$ cat src/inc/ifd_defs.svh
// Purpose: constants for the instruction field decoder
// Assumes: 16-bit instruction words, 32-bit datapath
// Notes: field positions and format codes shared by rtl and checks
// Contract
// [RULE_01] split each word into nibble fields; opcode picks which fields exist
// [RULE_02] operand meaning of m and n fields is chosen by opcode only
// [RULE_03] zero-operand format: all bits 15..0 are opcode, no fields extracted
// [RULE_04] md format: opcode 15..8, source base 7..4, disp 3..0, loads register zero
// [RULE_05] nd4 format: opcode 15..8, destination base 7..4, disp 3..0, stores register zero
// [RULE_06] indexed indirect destination address is n register plus register zero
// [RULE_07] multiply-accumulate uses m and n as post-incremented pointers into accumulator
// [RULE_08] multiply-accumulate n register is a source, never written back except increment
// [RULE_09] d12 branch: 12-bit displacement under 4-bit opcode added to program counter
// [RULE_10] displacements zero-extended then scaled by one, two or four per size
// [RULE_11] logic immediates zero-extended; move, add, compare-equal immediates sign-extended
// [RULE_12] trap immediate zero-extended and multiplied by four for vector offset
// [RULE_13] 8-bit immediate or displacement in 7..0; n register in 11..8
// [RULE_14] two-register formats: n in 11..8, m in 7..4
`ifndef IFD_DEFS_SVH
`define IFD_DEFS_SVH
`define IFD_N_HI 11
`define IFD_N_LO 8
`define IFD_M_HI 7
`define IFD_M_LO 4
`define IFD_D4_HI 3
`define IFD_D8_HI 7
`define IFD_D12_HI 11
`define IFD_NOP_WORD 16'h0009
`define IFD_MACW_MASK 16'hF00F
`define IFD_MACW_CODE 16'h400F
`define IFD_IDX_MASK 16'hF00F
`define IFD_IDX_CODE 16'h0006
`define IFD_PC_RST 32'h00000000
`endif

$ cat src/inc/ifd_pkg.sv
// Purpose: types for the instruction field decoder
// Assumes: nothing beyond ifd_defs.svh
// Notes: format codes are one-hot for cheap checks
package ifd_pkg;
  typedef enum logic [10:0] {
    IFD_F_ZERO = 11'h001,
    IFD_F_NM = 11'h002,
    IFD_F_MD = 11'h004,
    IFD_F_ND4 = 11'h008,
    IFD_F_D = 11'h010,
    IFD_F_D12 = 11'h020,
    IFD_F_ND8 = 11'h040,
    IFD_F_I = 11'h080,
    IFD_F_NI = 11'h100,
    IFD_F_N = 11'h200,
    IFD_F_M = 11'h400
  } ifd_fmt_e;
  typedef enum logic [2:0] {
    IFD_X_ZERO = 3'h1,
    IFD_X_SIGN = 3'h2,
    IFD_X_TRAP = 3'h4
  } ifd_ext_e;
  typedef struct packed {
    logic valid;
    ifd_fmt_e fmt;
    logic [15:0] opcode;
    logic [3:0] rn;
    logic [3:0] rm;
    logic rn_used;
    logic rm_used;
    logic rn_write;
    logic dst_reg_zero;
    logic src_reg_zero;
    logic idx_r0;
    logic mac_ptrs;
    logic [31:0] imm;
    logic [31:0] disp;
    logic [31:0] branch_target;
  } ifd_state_s;
endpackage

$ cat src/rtl/ifd_decoder.sv
// Purpose: split 16-bit instruction words into operand fields
// Assumes: fetch gives one word per cycle with its pc; no stall
// Notes: outputs register one cycle after the word is presented
`timescale 1ns/1ps
`default_nettype none
`include "ifd_defs.svh"
module ifd_decoder (
  input wire logic ref_clk,
  input wire logic rst,
  input wire logic instr_valid,
  input wire logic [15:0] instr_word,
  input wire logic [31:0] instr_pc,
  input wire logic [1:0] op_size,
  output logic dec_valid,
  output ifd_pkg::ifd_fmt_e dec_fmt,
  output logic [15:0] dec_opcode,
  output logic [3:0] dec_rn,
  output logic [3:0] dec_rm,
  output logic dec_rn_used,
  output logic dec_rm_used,
  output logic dec_rn_write,
  output logic dec_dst_reg_zero,
  output logic dec_src_reg_zero,
  output logic dec_idx_r0,
  output logic dec_mac_ptrs,
  output logic [31:0] dec_imm,
  output logic [31:0] dec_disp,
  output logic [31:0] dec_branch_target
);
  ifd_pkg::ifd_state_s st_q;
  ifd_pkg::ifd_state_s st_d;

  // scale by operand size: 0 byte, 1 word, 2 long
  function automatic logic [31:0] scale(input logic [31:0] v, input logic [1:0] sz);
    case (sz)
      2'h1: scale = {v[30:0], 1'b0};
      2'h2: scale = {v[29:0], 2'h0};
      default: scale = v;
    endcase
  endfunction

  // coarse format from top nibble; a real table would be finer, this covers the shapes
  function automatic ifd_pkg::ifd_fmt_e classify(input logic [15:0] w);
    case (w[15:12])
      4'h0: classify = (w == `IFD_NOP_WORD) ? ifd_pkg::IFD_F_ZERO : ifd_pkg::IFD_F_NM;
      4'h4: classify = (w[3:0] == 4'hF) ? ifd_pkg::IFD_F_NM : ifd_pkg::IFD_F_N;
      4'h8: classify = (w[11:8] == 4'h0 || w[11:8] == 4'h4) ? ifd_pkg::IFD_F_ND4
                    : (w[11:8] == 4'h1 || w[11:8] == 4'h5) ? ifd_pkg::IFD_F_MD
                    : ifd_pkg::IFD_F_D;
      4'hA, 4'hB: classify = ifd_pkg::IFD_F_D12;
      4'h9, 4'hD: classify = ifd_pkg::IFD_F_ND8;
      4'hC: classify = ifd_pkg::IFD_F_I;
      4'h7, 4'hE: classify = ifd_pkg::IFD_F_NI;
      4'h1, 4'h5: classify = ifd_pkg::IFD_F_NM;
      default: classify = ifd_pkg::IFD_F_NM;
    endcase
  endfunction

  // extension kind for 8-bit immediates by opcode
  function automatic ifd_pkg::ifd_ext_e ext_kind(input logic [15:0] w);
    if (w[15:8] == 8'hC3) begin
      ext_kind = ifd_pkg::IFD_X_TRAP;
    end else if (w[15:12] == 4'hC) begin
      // the rest of this group are test, and, or, xor: a sign bit here would corrupt masks
      ext_kind = ifd_pkg::IFD_X_ZERO; // RULE_11
    end else begin
      ext_kind = ifd_pkg::IFD_X_SIGN;
    end
  endfunction

  // decode all fields from the presented word
  always_comb begin
    ifd_pkg::ifd_fmt_e f;
    ifd_pkg::ifd_ext_e x;
    f = classify(instr_word); // RULE_02
    x = ext_kind(instr_word);
    st_d = '0;
    st_d.valid = instr_valid;
    st_d.fmt = f;
    st_d.opcode = instr_word; // RULE_01
    case (f)
      ifd_pkg::IFD_F_ZERO: begin
        st_d.opcode = instr_word; // RULE_03
      end
      ifd_pkg::IFD_F_NM: begin
        st_d.opcode = {instr_word[15:12], 8'h00, instr_word[3:0]};
        st_d.rn = instr_word[`IFD_N_HI:`IFD_N_LO]; // RULE_14
        st_d.rm = instr_word[`IFD_M_HI:`IFD_M_LO]; // RULE_14
        st_d.rn_used = 1'b1;
        st_d.rm_used = 1'b1;
        if ((instr_word & `IFD_MACW_MASK) == `IFD_MACW_CODE) begin
          st_d.mac_ptrs = 1'b1; // RULE_07
          st_d.rn_write = 1'b0; // RULE_08
        end else begin
          st_d.rn_write = 1'b1;
        end
        st_d.idx_r0 = ((instr_word & `IFD_IDX_MASK) == `IFD_IDX_CODE); // RULE_06
      end
      ifd_pkg::IFD_F_N: begin
        st_d.opcode = {instr_word[15:12], 4'h0, instr_word[7:0]};
        st_d.rn = instr_word[`IFD_N_HI:`IFD_N_LO];
        st_d.rn_used = 1'b1;
        st_d.rn_write = 1'b1;
      end
      ifd_pkg::IFD_F_MD: begin
        st_d.opcode = {instr_word[15:8], 8'h00}; // RULE_04
        st_d.rm = instr_word[`IFD_M_HI:`IFD_M_LO]; // RULE_04
        st_d.rm_used = 1'b1;
        st_d.dst_reg_zero = 1'b1; // RULE_04
        st_d.disp = scale({28'h0, instr_word[`IFD_D4_HI:0]}, op_size); // RULE_10
      end
      ifd_pkg::IFD_F_ND4: begin
        st_d.opcode = {instr_word[15:8], 8'h00}; // RULE_05
        st_d.rn = instr_word[`IFD_M_HI:`IFD_M_LO]; // RULE_05
        st_d.rn_used = 1'b1;
        st_d.src_reg_zero = 1'b1; // RULE_05
        st_d.disp = scale({28'h0, instr_word[`IFD_D4_HI:0]}, op_size); // RULE_10
      end
      ifd_pkg::IFD_F_D, ifd_pkg::IFD_F_ND8: begin
        st_d.opcode = (f == ifd_pkg::IFD_F_D) ? {instr_word[15:8], 8'h00}
                                               : {instr_word[15:12], 12'h000};
        st_d.rn = (f == ifd_pkg::IFD_F_ND8) ? instr_word[`IFD_N_HI:`IFD_N_LO] : 4'h0; // RULE_13
        st_d.rn_used = (f == ifd_pkg::IFD_F_ND8);
        st_d.rn_write = (f == ifd_pkg::IFD_F_ND8);
        st_d.disp = scale({24'h0, instr_word[`IFD_D8_HI:0]}, op_size); // RULE_13 RULE_10
      end
      ifd_pkg::IFD_F_D12: begin
        st_d.opcode = {instr_word[15:12], 12'h000};
        st_d.disp = {20'h0, instr_word[`IFD_D12_HI:0]}; // RULE_09
        st_d.branch_target = instr_pc + {20'h0, instr_word[`IFD_D12_HI:0]}; // RULE_09
      end
      ifd_pkg::IFD_F_I, ifd_pkg::IFD_F_NI: begin
        st_d.opcode = (f == ifd_pkg::IFD_F_I) ? {instr_word[15:8], 8'h00}
                                               : {instr_word[15:12], 12'h000};
        st_d.rn = (f == ifd_pkg::IFD_F_NI) ? instr_word[`IFD_N_HI:`IFD_N_LO] : 4'h0; // RULE_13
        st_d.rn_used = (f == ifd_pkg::IFD_F_NI);
        st_d.rn_write = (f == ifd_pkg::IFD_F_NI);
        case (x)
          ifd_pkg::IFD_X_TRAP: st_d.imm = {22'h0, instr_word[7:0], 2'h0}; // RULE_12
          ifd_pkg::IFD_X_ZERO: st_d.imm = {24'h0, instr_word[7:0]}; // RULE_11
          default: st_d.imm = {{24{instr_word[7]}}, instr_word[7:0]}; // RULE_11
        endcase
      end
      default: begin
        st_d.opcode = instr_word;
      end
    endcase
  end

  // single state register; reset clears all decode outputs except dec_fmt, which loads IFD_F_ZERO
  always_ff @(posedge ref_clk or posedge rst) begin
    if (rst) begin
      st_q <= '{fmt: ifd_pkg::IFD_F_ZERO, default: '0};
    end else begin
      st_q <= st_d;
    end
  end

  assign dec_valid = st_q.valid;
  assign dec_fmt = st_q.fmt;
  assign dec_opcode = st_q.opcode;
  assign dec_rn = st_q.rn;
  assign dec_rm = st_q.rm;
  assign dec_rn_used = st_q.rn_used;
  assign dec_rm_used = st_q.rm_used;
  assign dec_rn_write = st_q.rn_write;
  assign dec_dst_reg_zero = st_q.dst_reg_zero;
  assign dec_src_reg_zero = st_q.src_reg_zero;
  assign dec_idx_r0 = st_q.idx_r0;
  assign dec_mac_ptrs = st_q.mac_ptrs;
  assign dec_imm = st_q.imm;
  assign dec_disp = st_q.disp;
  assign dec_branch_target = st_q.branch_target;

  a_nop_no_fields: assert property (@(posedge ref_clk) disable iff (rst) // RULE_03
    instr_word == `IFD_NOP_WORD |=> dec_opcode == `IFD_NOP_WORD && !dec_rn_used && !dec_rm_used)
    else $error("zero-operand word extracted a field");
  a_md_fields: assert property (@(posedge ref_clk) disable iff (rst) // RULE_04
    dec_fmt == ifd_pkg::IFD_F_MD |-> dec_dst_reg_zero && dec_rm == $past(instr_word[7:4]))
    else $error("md format fields wrong");
  a_nd4_fields: assert property (@(posedge ref_clk) disable iff (rst) // RULE_05
    dec_fmt == ifd_pkg::IFD_F_ND4 |-> dec_src_reg_zero && dec_rn == $past(instr_word[7:4]))
    else $error("nd4 format fields wrong");
  a_idx_reg_zero: assert property (@(posedge ref_clk) disable iff (rst) // RULE_06
    (instr_word & `IFD_IDX_MASK) == `IFD_IDX_CODE |=> dec_idx_r0)
    else $error("indexed mode not flagged");
  a_mac_pointers: assert property (@(posedge ref_clk) disable iff (rst) // RULE_07
    (instr_word & `IFD_MACW_MASK) == `IFD_MACW_CODE |=> dec_mac_ptrs && dec_rm_used)
    else $error("mac pointers not flagged");
  a_mac_no_write: assert property (@(posedge ref_clk) disable iff (rst) // RULE_08
    dec_mac_ptrs |-> !dec_rn_write)
    else $error("mac n register written");
  a_branch_target: assert property (@(posedge ref_clk) disable iff (rst) // RULE_09
    instr_word[15:12] == 4'hA
    |=> dec_branch_target == $past(instr_pc) + {20'h0, $past(instr_word[11:0])})
    else $error("branch target wrong");
  // both 4-bit displacement shapes scale the same way; a longword never has low bits set
  a_disp_scale: assert property (@(posedge ref_clk) disable iff (rst) // RULE_10
    $past(op_size) == 2'h2 && (dec_fmt == ifd_pkg::IFD_F_MD || dec_fmt == ifd_pkg::IFD_F_ND4)
    |-> dec_disp[1:0] == 2'h0 && dec_disp[31:6] == 26'h0)
    else $error("long displacement not scaled");
  // logic-op immediates must never carry a sign bit upward
  a_logic_imm_zero: assert property (@(posedge ref_clk) disable iff (rst) // RULE_11
    instr_word[15:12] == 4'hC && instr_word[11:8] != 4'h3 |=> dec_imm[31:8] == 24'h0)
    else $error("logic immediate not zero-extended");
  a_arith_imm_sign: assert property (@(posedge ref_clk) disable iff (rst) // RULE_11
    instr_word[15:12] == 4'h7
    |=> dec_imm == {{24{$past(instr_word[7])}}, $past(instr_word[7:0])})
    else $error("arithmetic immediate not sign-extended");
  a_nd8_fields: assert property (@(posedge ref_clk) disable iff (rst) // RULE_13
    dec_fmt == ifd_pkg::IFD_F_ND8 |-> dec_rn == $past(instr_word[11:8])
      && dec_disp[31:10] == 22'h0)
    else $error("nd8 register field wrong");
  a_branch_no_regs: assert property (@(posedge ref_clk) disable iff (rst) // RULE_01
    dec_fmt == ifd_pkg::IFD_F_D12 |-> !dec_rn_used && !dec_rm_used && dec_imm == 32'h0)
    else $error("branch format extracted a register");
  a_trap_offset: assert property (@(posedge ref_clk) disable iff (rst) // RULE_12
    instr_word[15:8] == 8'hC3 |=> dec_imm == {22'h0, $past(instr_word[7:0]), 2'h0})
    else $error("trap offset wrong");
  a_nm_fields: assert property (@(posedge ref_clk) disable iff (rst) // RULE_14
    dec_fmt == ifd_pkg::IFD_F_NM
    |-> dec_rn == $past(instr_word[11:8]) && dec_rm == $past(instr_word[7:4]))
    else $error("two-register fields wrong");
endmodule
`default_nettype wire

$ cat config.mk
export PLATFORM = sky130hd
export DESIGN_NAME = ifd_decoder
export DESIGN_NICKNAME = d
export VERILOG_FILES = /design/src/inc/ifd_pkg.sv /design/src/rtl/ifd_decoder.sv
export VERILOG_INCLUDE_DIRS = /design/src /design/src/inc
export SDC_FILE = /design/constraint.sdc
export NUM_CORES = 1
export LEC_CHECK = 0
export ABC_CLOCK_PERIOD_IN_PS = 3570
export BUFFER_PORTS_ARGS = -buffer_cell sky130_fd_sc_hd__buf_2
export CORE_ASPECT_RATIO = 1.1
export CORE_UTILIZATION = 49
export DETAILED_ROUTE_END_ITERATION = 7
export PLACE_DENSITY = 0.8
export SETUP_SLACK_MARGIN = 0.15
export SYNTH_ARGS = -nofsm -noshare
export SYNTH_HDL_FRONTEND = slang
export SYNTH_SLANG_ARGS = --single-unit
$ cat constraint.sdc
create_clock -name ref_clk -period 3.57 [get_ports ref_clk]
set_input_delay 0.357 -clock ref_clk [delete_from_list [all_inputs] [get_ports ref_clk]]
set_output_delay 0.357 -clock ref_clk [all_outputs]
set_load 0.01 [all_outputs]
==> metrics.cfg, run 1 <==
[cells_and_area]
n_fill_cell=821
layout-drive-gt1-share=0.315
regArea_sq_um=2430
multiInputGateArea_sq_um=2110
antenna_cells=0
layout.nets=695
syn2layout_area_growth_pct=17.1

[drt]
num_vias=4234
via_per_inst=5.63
postRouteAntennaNets=0
post-route-drc-count=20
drtIter0Drc=237
wirelength_mm=12.7
wl_per_cell_microns=16.9
drt_pre_antenna_iters=8

[setup_path]
required_ns=3.84
crit_path_start_kind=input pin
timing_worst_setup_path_type=in2reg
worstPathArrival_ns=2.85
worst_setup_path_end_kind=flip-flop
cp_max_fo=14

[synth]
synth-seq-cells=97
synth-simple-area-share=0.176
synth_xor_area_frac=0.0212
async_flop_share=1.00
synth-main-ff-cell=dfrtp_1
synth_mux_area_frac=0.0124
syn_area_sq_um=4960
synth_fa_ha_area_frac=0.0394
ys_types=65
synth-compound-area-share=0.162
synth_top_family_by_area=simple AND/OR/NAND/NOR gates
synth_edf_count=0
ys_warn_count=0
synthCells=493
ys_seq_area_frac=0.490
avgSynthCellArea_sq_um=10.1

[cts]
cts_buffers=9
clockRootBuffer=clkbuf_8
cts.clk_slew.worst_paths_ns=0.11
clockBufferDepth=2
cts_setup_buffers=0
cts_tree=yes
clock-sinks=97
ctsHoldBuffers=0
h-tree-depth=3
cts_resized=0

[status]
run_status=finished with violations
violations=DRC

[floorplan]
start_util=0.504
num_io_pins=192
die_area_sq_um=10500
fp-row-count=38
die_height_microns=108
coreArea_sq_um=9840
die_w_microns=97.9

[global_route]
grt_pass1_vias=4012
grtUsageTotal=0.247
overflow=0
antenna_found_initial=0
grt_max_degree=85
grt_pass1_wl_mm=20.0

[timing]
clock.fmax_ghz=0.388
finalMaxSlewViolations=0
finalSetupViolCount=0
relSlewSlack=0.332
worstMarginPinSlew_ns=1.00
hold_viol_final=0
fin_setup_tns_ns=0
post-route-min-period_ns=2.58
rsz0062_at_grt=no
min_period_over_period=0.722

[power_and_ir_drop]
power.total_mw=2.29
switchingPower_mw=0.721
pwr-share-comb=0.177
switching_share=0.315
leakagePower_nw=3.08
vdd_drop_max_mv=0.187
pwr-share-seq=0.505
clkPwrFrac=0.318
internal_power_mw=1.57
power_density_nw_per_um2=394

[hold_path]
whs_path_depth=1
min-delay-start=instr_valid
hold_path_class=in2reg
whs_endpoint=dec_valid

[placement]
hpwl_mm=9.36
gp_congestion=0.847
portBuffers=170

[flow_run]
drv_cap=0

cell type report:
class / count / share of cell area
sequential: 97 / 0.418
multi-input combinational: 337 / 0.364
timing repair buffer: 171 / 0.148
tap: 120 / 0.0259
clock buffer: 9 / 0.0213
clock inverter: 7 / 0.0149
inverter: 11 / 0.00754
registers in the layout (all words and copies together) (netlist names), 4 cells and up:
register,flops
dec_branch_target,32
dec_opcode,16
dec_disp,12
dec_imm,11
dec_fmt,10
dec_rm,4
dec_rn,4
worst max-delay path by stage:
stage	slack, ns	from	depth (start not counted)	to
floorplan	0.68	rst	1	dec_branch_target[0]
global placement	0.79	instr_word[0]	8	dec_branch_target[24]
detailed placement	0.64	instr_word[0]	8	dec_branch_target[24]
CTS	1.04	instr_word[0]	8	dec_branch_target[24]
global route	0.88	instr_word[0]	8	dec_branch_target[24]
finish	0.99	instr_word[0]	8	dec_branch_target[24]
kinds of logic after synthesis:
logic type | Yosys count
adder cells (fa/ha/maj) | 15
AND/OR/NAND/NOR | 171
AO/OA/AOI/OAI | 112
buffers and inverters | 79
other | 1
multiplexers | 6
XOR/XNOR | 12
flip-flops | 97
per-stage QoR:
step            util  cells  instance area (sq um)  worst slack, ns  hold WS [ns]
2_1_floorplan      -    513                   5030            0.681         0.388
3_3_place_gp   0.569    736                   5600            0.789         0.470
3_5_place_dp   0.569    736                   5600            0.640         0.474
4_1_cts        0.590    752                   5810             1.04        0.0674
5_1_grt        0.590    752                   5810            0.883        0.0655
6_report       0.590    752                   5810            0.994        0.0773
power groups by stage:
stage	registers (mW)	logic, mW	clock network (mW)
after floorplan	1.20	0.253	0
after global placement	1.18	0.390	0
after detailed placement	1.18	0.401	0
after CTS	1.16	0.403	0.739
after global routing	1.16	0.445	0.782
final	1.16	0.405	0.727
synthesized netlist by cell type, types with 4 or more instances:
library cell  instances  area share
dfrtp_1              96        0.48
nand2_1              50       0.038
buf_4                43       0.065
nor2_1               32       0.024
a21oi_1              29       0.029
and2_1               25       0.032
o21ai_0              15       0.015
ha_1                 14       0.035
clkbuf_1             13      0.0098
inv_1                11      0.0083
nand3_1              11       0.011
a2111o_1              8       0.018
nor3_1                8      0.0081
a21o_1                7       0.011
nand4_1               7      0.0088
or3_1                 7      0.0088
xor2_1                7       0.012
a22oi_1               6      0.0091
buf_2                 6      0.0061
o211ai_1              6      0.0091
mux2i_1               5       0.010
o21a_1                5      0.0076
xnor2_1               5      0.0088
a211oi_1              4      0.0061
a22o_1                4      0.0071
and3_1                4      0.0050
nand2b_1              4      0.0050
nor4_1                4      0.0050
o2bb2ai_1             4      0.0071
o31ai_1               4      0.0061
or2_2                 4      0.0050
or4_1                 4      0.0061
worst max-delay path, cell delays in order:
cell and delay [ns]:
buf_2 0.17, ha_1 0.26, fa_1 0.41, a21o_1 0.21, a221o_1 0.38, nor2_1 0.69, o311ai_0 0.24, o41ai_1 0.11
metal layers:
layer,global-route usage,part of all wire
met1,0.291,0.38
met2,0.421,0.49
met3,0.0623,0.095
met4,0.121,0.028
met5,0,0
layout by cell type, fill, tap and decap left out, types with 8 or more instances in the layout:
cell type  Yosys  routed
a2111o_1       8       8
a21oi_1       29      29
and2_1        25      25
buf_2          6     170
clkbuf_8       1       9
conb_1         1      21
dfrtp_1       96      96
ha_1          14      14
inv_1         11      10
nand2_1       50      50
nand3_1       11      11
nor2_1        32      32
nor3_1         8       8
o21ai_0       15      15
(Power assumes the default switching activity.)
==> run 2: changes to the inputs <==
--- a/config.mk
+++ b/config.mk
@@ -6,7 +6,7 @@
 export SDC_FILE = /design/constraint.sdc
 export NUM_CORES = 1
 export LEC_CHECK = 0
-export ABC_CLOCK_PERIOD_IN_PS = 3570
+export ABC_CLOCK_PERIOD_IN_PS = 2470
 export BUFFER_PORTS_ARGS = -buffer_cell sky130_fd_sc_hd__buf_2
 export CORE_ASPECT_RATIO = 1.1
 export CORE_UTILIZATION = 49
==> constraint.sdc (replaced) <==
create_clock -name ref_clk -period 2.47 [get_ports ref_clk]
set_input_delay 0.247 -clock ref_clk [delete_from_list [all_inputs] [get_ports ref_clk]]
set_output_delay 0.247 -clock ref_clk [all_outputs]
set_load 0.01 [all_outputs]
==> run 2 against run 1 <==
The flow finishes with violations (DRC, hold timing). Via count rose by 0.57%. Worst setup slack worse by 0.46 ns. Global-route usage hardly changed. Highest routed layer unchanged. Clock power up 33%. Core utilization grew 1.1 points. Sequential power rose by 44%. Critical path type unchanged. Largest cell class unchanged. Total power increased by 42%. First-iteration DRC count decreased by 29%.
==> metrics.cfg, run 2 (same netlist as run 1, synthesis figures left out) <==
[status]
run_status=finished with violations
violations=DRC, hold timing

[cells_and_area]
largest_reg_flops=32
regArea_sq_um=2430
n_fill_cell=852
mostFrequentLayoutCells=170 x buf_2, 96 x dfrtp_1, 50 x nand2_1, 32 x nor2_1, 29 x a21oi_1
fin_util=0.601
layout.nets=712
syn2layout_area_growth_pct=19.4
multiInputGateArea_sq_um=2110
final_common_cell=buf_2
postLayoutCellArea_sq_um=5920
antenna_cells=0
layout-drive-gt1-share=0.330

[floorplan]
die_height_microns=108
fp-row-count=38
die_area_sq_um=10500
coreArea_sq_um=9840
die_w_microns=97.9
start_util=0.504
num_io_pins=192

[power_and_ir_drop]
leakagePower_nw=3.14
vdd_drop_max_mv=0.281
power_density_nw_per_um2=548

[global_route]
overflow=0
grt_pass1_wl_mm=19.9
grt_max_degree=98
grt_pass1_vias=3998
grtUsageTotal=0.247
antenna_found_initial=0

[setup_path]
critPathLaunch=instr_word[0]
crit_path_start_kind=input pin
timing_worst_setup_path_type=in2reg
cp_max_fo=14
worst_setup_path_end_kind=flip-flop
worstPathArrival_ns=2.19
required_ns=2.72
critPathCapture=dec_branch_target[24]

[cts]
clockRootBuffer=clkbuf_8
cts_buffers=9
clockBufferDepth=2
cts_tree=yes
cts.clk_slew.worst_paths_ns=0.10
cts_resized=0
h-tree-depth=3
clock-sinks=97
ctsHoldBuffers=1
cts_setup_buffers=0

[drt]
post-route-drc-count=19
wl_per_cell_microns=16.5
postRouteAntennaNets=0
via_per_inst=5.54
num_vias=4258
drt_pre_antenna_iters=7
wirelength_mm=12.7
drtIter0Drc=169

[timing]
worstMarginPinSlew_ns=0.548
relSlewSlack=0.634
rsz0062_at_grt=no
whs_ns=-0.00535
clock.fmax_ghz=0.517
finalSetupViolCount=0
finalMaxSlewViolations=0
min_period_over_period=0.783
post-route-min-period_ns=1.93
hold_viol_final=3
fin_setup_tns_ns=0

[placement]
hpwl_mm=9.64
portBuffers=170
gp_congestion=0.917
placed_area_sq_um=5730

[flow_run]
drv_cap=0

[hold_path]
hold_path_class=in2async

run 2: how the worst min path moves through the flow:
stage	endpoint	startpoint	slack, ns	cells past startpoint
6_report	dec_opcode[0]	rst	-0.005	3
5_1_grt	dec_rm_used	rst	0.03	3
4_1_cts	dec_valid	rst	0.03	3
3_5_place_dp	dec_valid	instr_valid	0.36	1
3_3_place_gp	dec_valid	instr_valid	0.36	1
2_1_floorplan	dec_opcode[12]	instr_word[12]	0.28	0
run 2: report_power, final:
part,switching [mW],internal [mW],total (mW)
sequential,0.0209,1.65,1.67
combinational,0.379,0.229,0.608
clock,0.584,0.380,0.964
total,0.984,2.26,3.24
run 2: routing by layer:
metal  GRT usage  vias to the layer above  part of all wire
li1            -                     1982                 -
met1       0.292                     2032              0.39
met2       0.423                      215              0.49
met3      0.0701                       29             0.082
met4       0.104                        0             0.033
met5           0                        -                 0
run 2: critical path, cell delays in order:
cell	delay (ns)
buf_2	0.11
ha_1	0.25
fa_1	0.42
a21o_1	0.20
a221o_1	0.37
nor2_1	0.13
buf_4	0.19
o311ai_0	0.15
o41ai_1	0.11
run 2: area by class of cell:
cell class / instances / share of cell area
timing repair buffer: 188 / 0.169
clock inverter: 6 / 0.00867
tap: 120 / 0.0254
clock buffer: 10 / 0.0216
inverter: 11 / 0.00761
sequential: 97 / 0.410
multi-input combinational: 337 / 0.357
run 2: through the flow:
step	cells	hold WS, ns	power, mW	worst slack, ns
floorplan	513	0.278	2.10	0.426
global placement	752	0.360	2.29	0.250
detailed placement	752	0.363	2.31	0.179
CTS	769	0.0291	3.26	0.546
global route	769	0.0326	3.42	0.441
finish	769	-0.00535	3.24	0.537
==> run 3: changes to the inputs <==
--- a/config.mk
+++ b/config.mk
@@ -6,7 +6,7 @@
 export SDC_FILE = /design/constraint.sdc
 export NUM_CORES = 1
 export LEC_CHECK = 0
-export ABC_CLOCK_PERIOD_IN_PS = 2470
+export ABC_CLOCK_PERIOD_IN_PS = 1800
 export BUFFER_PORTS_ARGS = -buffer_cell sky130_fd_sc_hd__buf_2
 export CORE_ASPECT_RATIO = 1.1
 export CORE_UTILIZATION = 49
==> constraint.sdc (replaced) <==
create_clock -name ref_clk -period 1.8 [get_ports ref_clk]
set_input_delay 0.18 -clock ref_clk [delete_from_list [all_inputs] [get_ports ref_clk]]
set_output_delay 0.18 -clock ref_clk [all_outputs]
set_load 0.01 [all_outputs]
==> run 3 against run 2 <==
The run ends with DRC left. Non-clock buffer count grew 64. Sequential share of layout area shrank 5.3 points. Combinational power grew 83%. Final cell count grew 8.3%. Wire length grew 13%. Critical path depth grew 1. Largest power group unchanged. Final area grew 15%. Clock power grew 76%. Flip-flop and latch count is the same.
==> metrics.cfg, run 3 (same netlist as run 1, synthesis figures left out) <==
[status]
run_status=finished with violations
violations=DRC

[cts]
cts_tree=yes
clock-sinks=97
h-tree-depth=3
cts.clk_slew.worst_paths_ns=0.11
clockRootBuffer=clkbuf_8
cts_buffers=9
clockBufferDepth=2

[timing]
fin_setup_tns_ns=0
relSlewSlack=0.656
clock.fmax_ghz=0.591
worstMarginPinSlew_ns=0.511
finalSetupViolCount=0
finalMaxSlewViolations=0
min_period_over_period=0.939
hold_viol_final=0
post-route-min-period_ns=1.69
rsz0062_at_grt=yes

[power_and_ir_drop]
vdd_drop_max_mv=0.360
internal_power_mw=3.59
pwr-share-seq=0.450
switching_share=0.297
clkPwrFrac=0.334
switchingPower_mw=1.51
power_density_nw_per_um2=751
pwr-share-comb=0.217
leakagePower_nw=3.54

[cells_and_area]
layout-drive-gt1-share=0.432
fin_util=0.690
largest_reg_flops=32
final_common_cell=buf_2
syn2layout_area_growth_pct=36.9
mostFrequentLayoutCells=167 x buf_2, 96 x dfrtp_1, 75 x buf_4, 49 x nand2_1, 31 x nor2_1
layout.nets=776
n_fill_cell=727
antenna_cells=0

[floorplan]
coreArea_sq_um=9840
die_area_sq_um=10500
num_io_pins=192
die_w_microns=97.9
fp-row-count=38
die_height_microns=108
start_util=0.504

[global_route]
overflow=0
grtUsageTotal=0.270
grt_pass1_wl_mm=21.9
antenna_found_initial=0
grt_max_degree=58
grt_pass1_vias=4450

[drt]
drtIter0Drc=257
post-route-drc-count=20
wl_per_cell_microns=17.2
drt_pre_antenna_iters=7
postRouteAntennaNets=0
via_per_inst=5.51
wirelength_mm=14.3
num_vias=4590

[placement]
gp_congestion=0.886
hpwl_mm=10.5
portBuffers=170

[setup_path]
worst_setup_path_end_kind=flip-flop
crit_path_start_kind=input pin
timing_worst_setup_path_type=in2reg
cp_max_fo=7
worstPathArrival_ns=2.01
required_ns=2.12

[hold_path]
whs_endpoint=dec_branch_target[31]
min-delay-start=instr_pc[31]
hold_path_class=in2reg
whs_path_depth=3

[flow_run]
drv_cap=0

## run 3: cell count changes in the layout (fill, tap and decap cells not counted), sizes merged
cell / previous run / this run
buf: 187 / 250
bufinv: 0 / 2
clkbuf: 10 / 9
clkinv: 0 / 2
clkinvlp: 4 / 1
dlygate4sd3: 1 / 2
## run 3: cell type report
class / instances / area [sq um] / share of cell area
multi-input cells: 337 / 2360 / 0.347
clock buffers: 9 / 124 / 0.0182
repair buffers: 252 / 1560 / 0.230
flip-flops and latches: 97 / 2430 / 0.358
clock inverters: 7 / 124 / 0.0182
well taps: 120 / 150 / 0.0221
inverters: 11 / 45.0 / 0.00663
## run 3: critical path, stage by stage
cell	delay, ns
buf_12	0.09
ha_4	0.14
fa_2	0.21
a21o_1	0.17
a221o_1	0.25
nor2_4	0.07
buf_6	0.12
buf_12	0.12
or4_4	0.51
a21oi_2	0.15
## run 3: power groups by stage
stage          sequential (mW)  combinational, mW  clock [mW]
4_1_cts                   2.29               1.05        1.73
2_1_floorplan             2.38              0.539           0
6_report                  2.29               1.11        1.70
3_3_place_gp              2.33              0.968           0
3_5_place_dp              2.33              0.995           0
5_1_grt                   2.30               1.20        1.80
## run 3: layer usage
layer  global-route usage  vias up  wire, microns
li1                     -     2106              -
met1                0.296     2199           5340
met2                0.485      247           7470
met3               0.0578       38           1030
met4                0.149        0            479
met5                    0        -              0
## run 3: worst max path at each step
stage,from,end,slack (ns)
floorplan,instr_word[0],dec_branch_target[30],-0.04
global placement,instr_word[0],dec_branch_target[14],-0.27
detailed placement,instr_word[0],dec_branch_target[18],-0.32
CTS,instr_word[0],dec_branch_target[12],0.14
global route,instr_word[0],dec_branch_target[24],0.07
finish,instr_word[0],dec_branch_target[26],0.11
## run 3: stage by stage
step           setup WS (ns)  hold WS (ns)  cells  total power, mW  instance area (sq um)
6_report               0.109        0.0484    833             5.10                   6790
3_3_place_gp          -0.274        0.0899    805             3.30                   6290
3_5_place_dp          -0.321        0.0906    805             3.33                   6290
4_1_cts                0.145        0.0352    829             5.07                   6650
2_1_floorplan        -0.0401         0.211    513             2.92                   5190
5_1_grt               0.0674        0.0523    833             5.30                   6790
## run 3: what timing repair did
item | 4_1_cts | 5_1_grt
gates cloned | 1 | 0
gates resized for setup | 5 | 20
endpoints found under the hold margin | 62 | 0
endpoints found under the setup margin | 9 | 16
pin swaps | 4 | 8
hold buffers | 2 | 0
setup buffers | 5 | 4
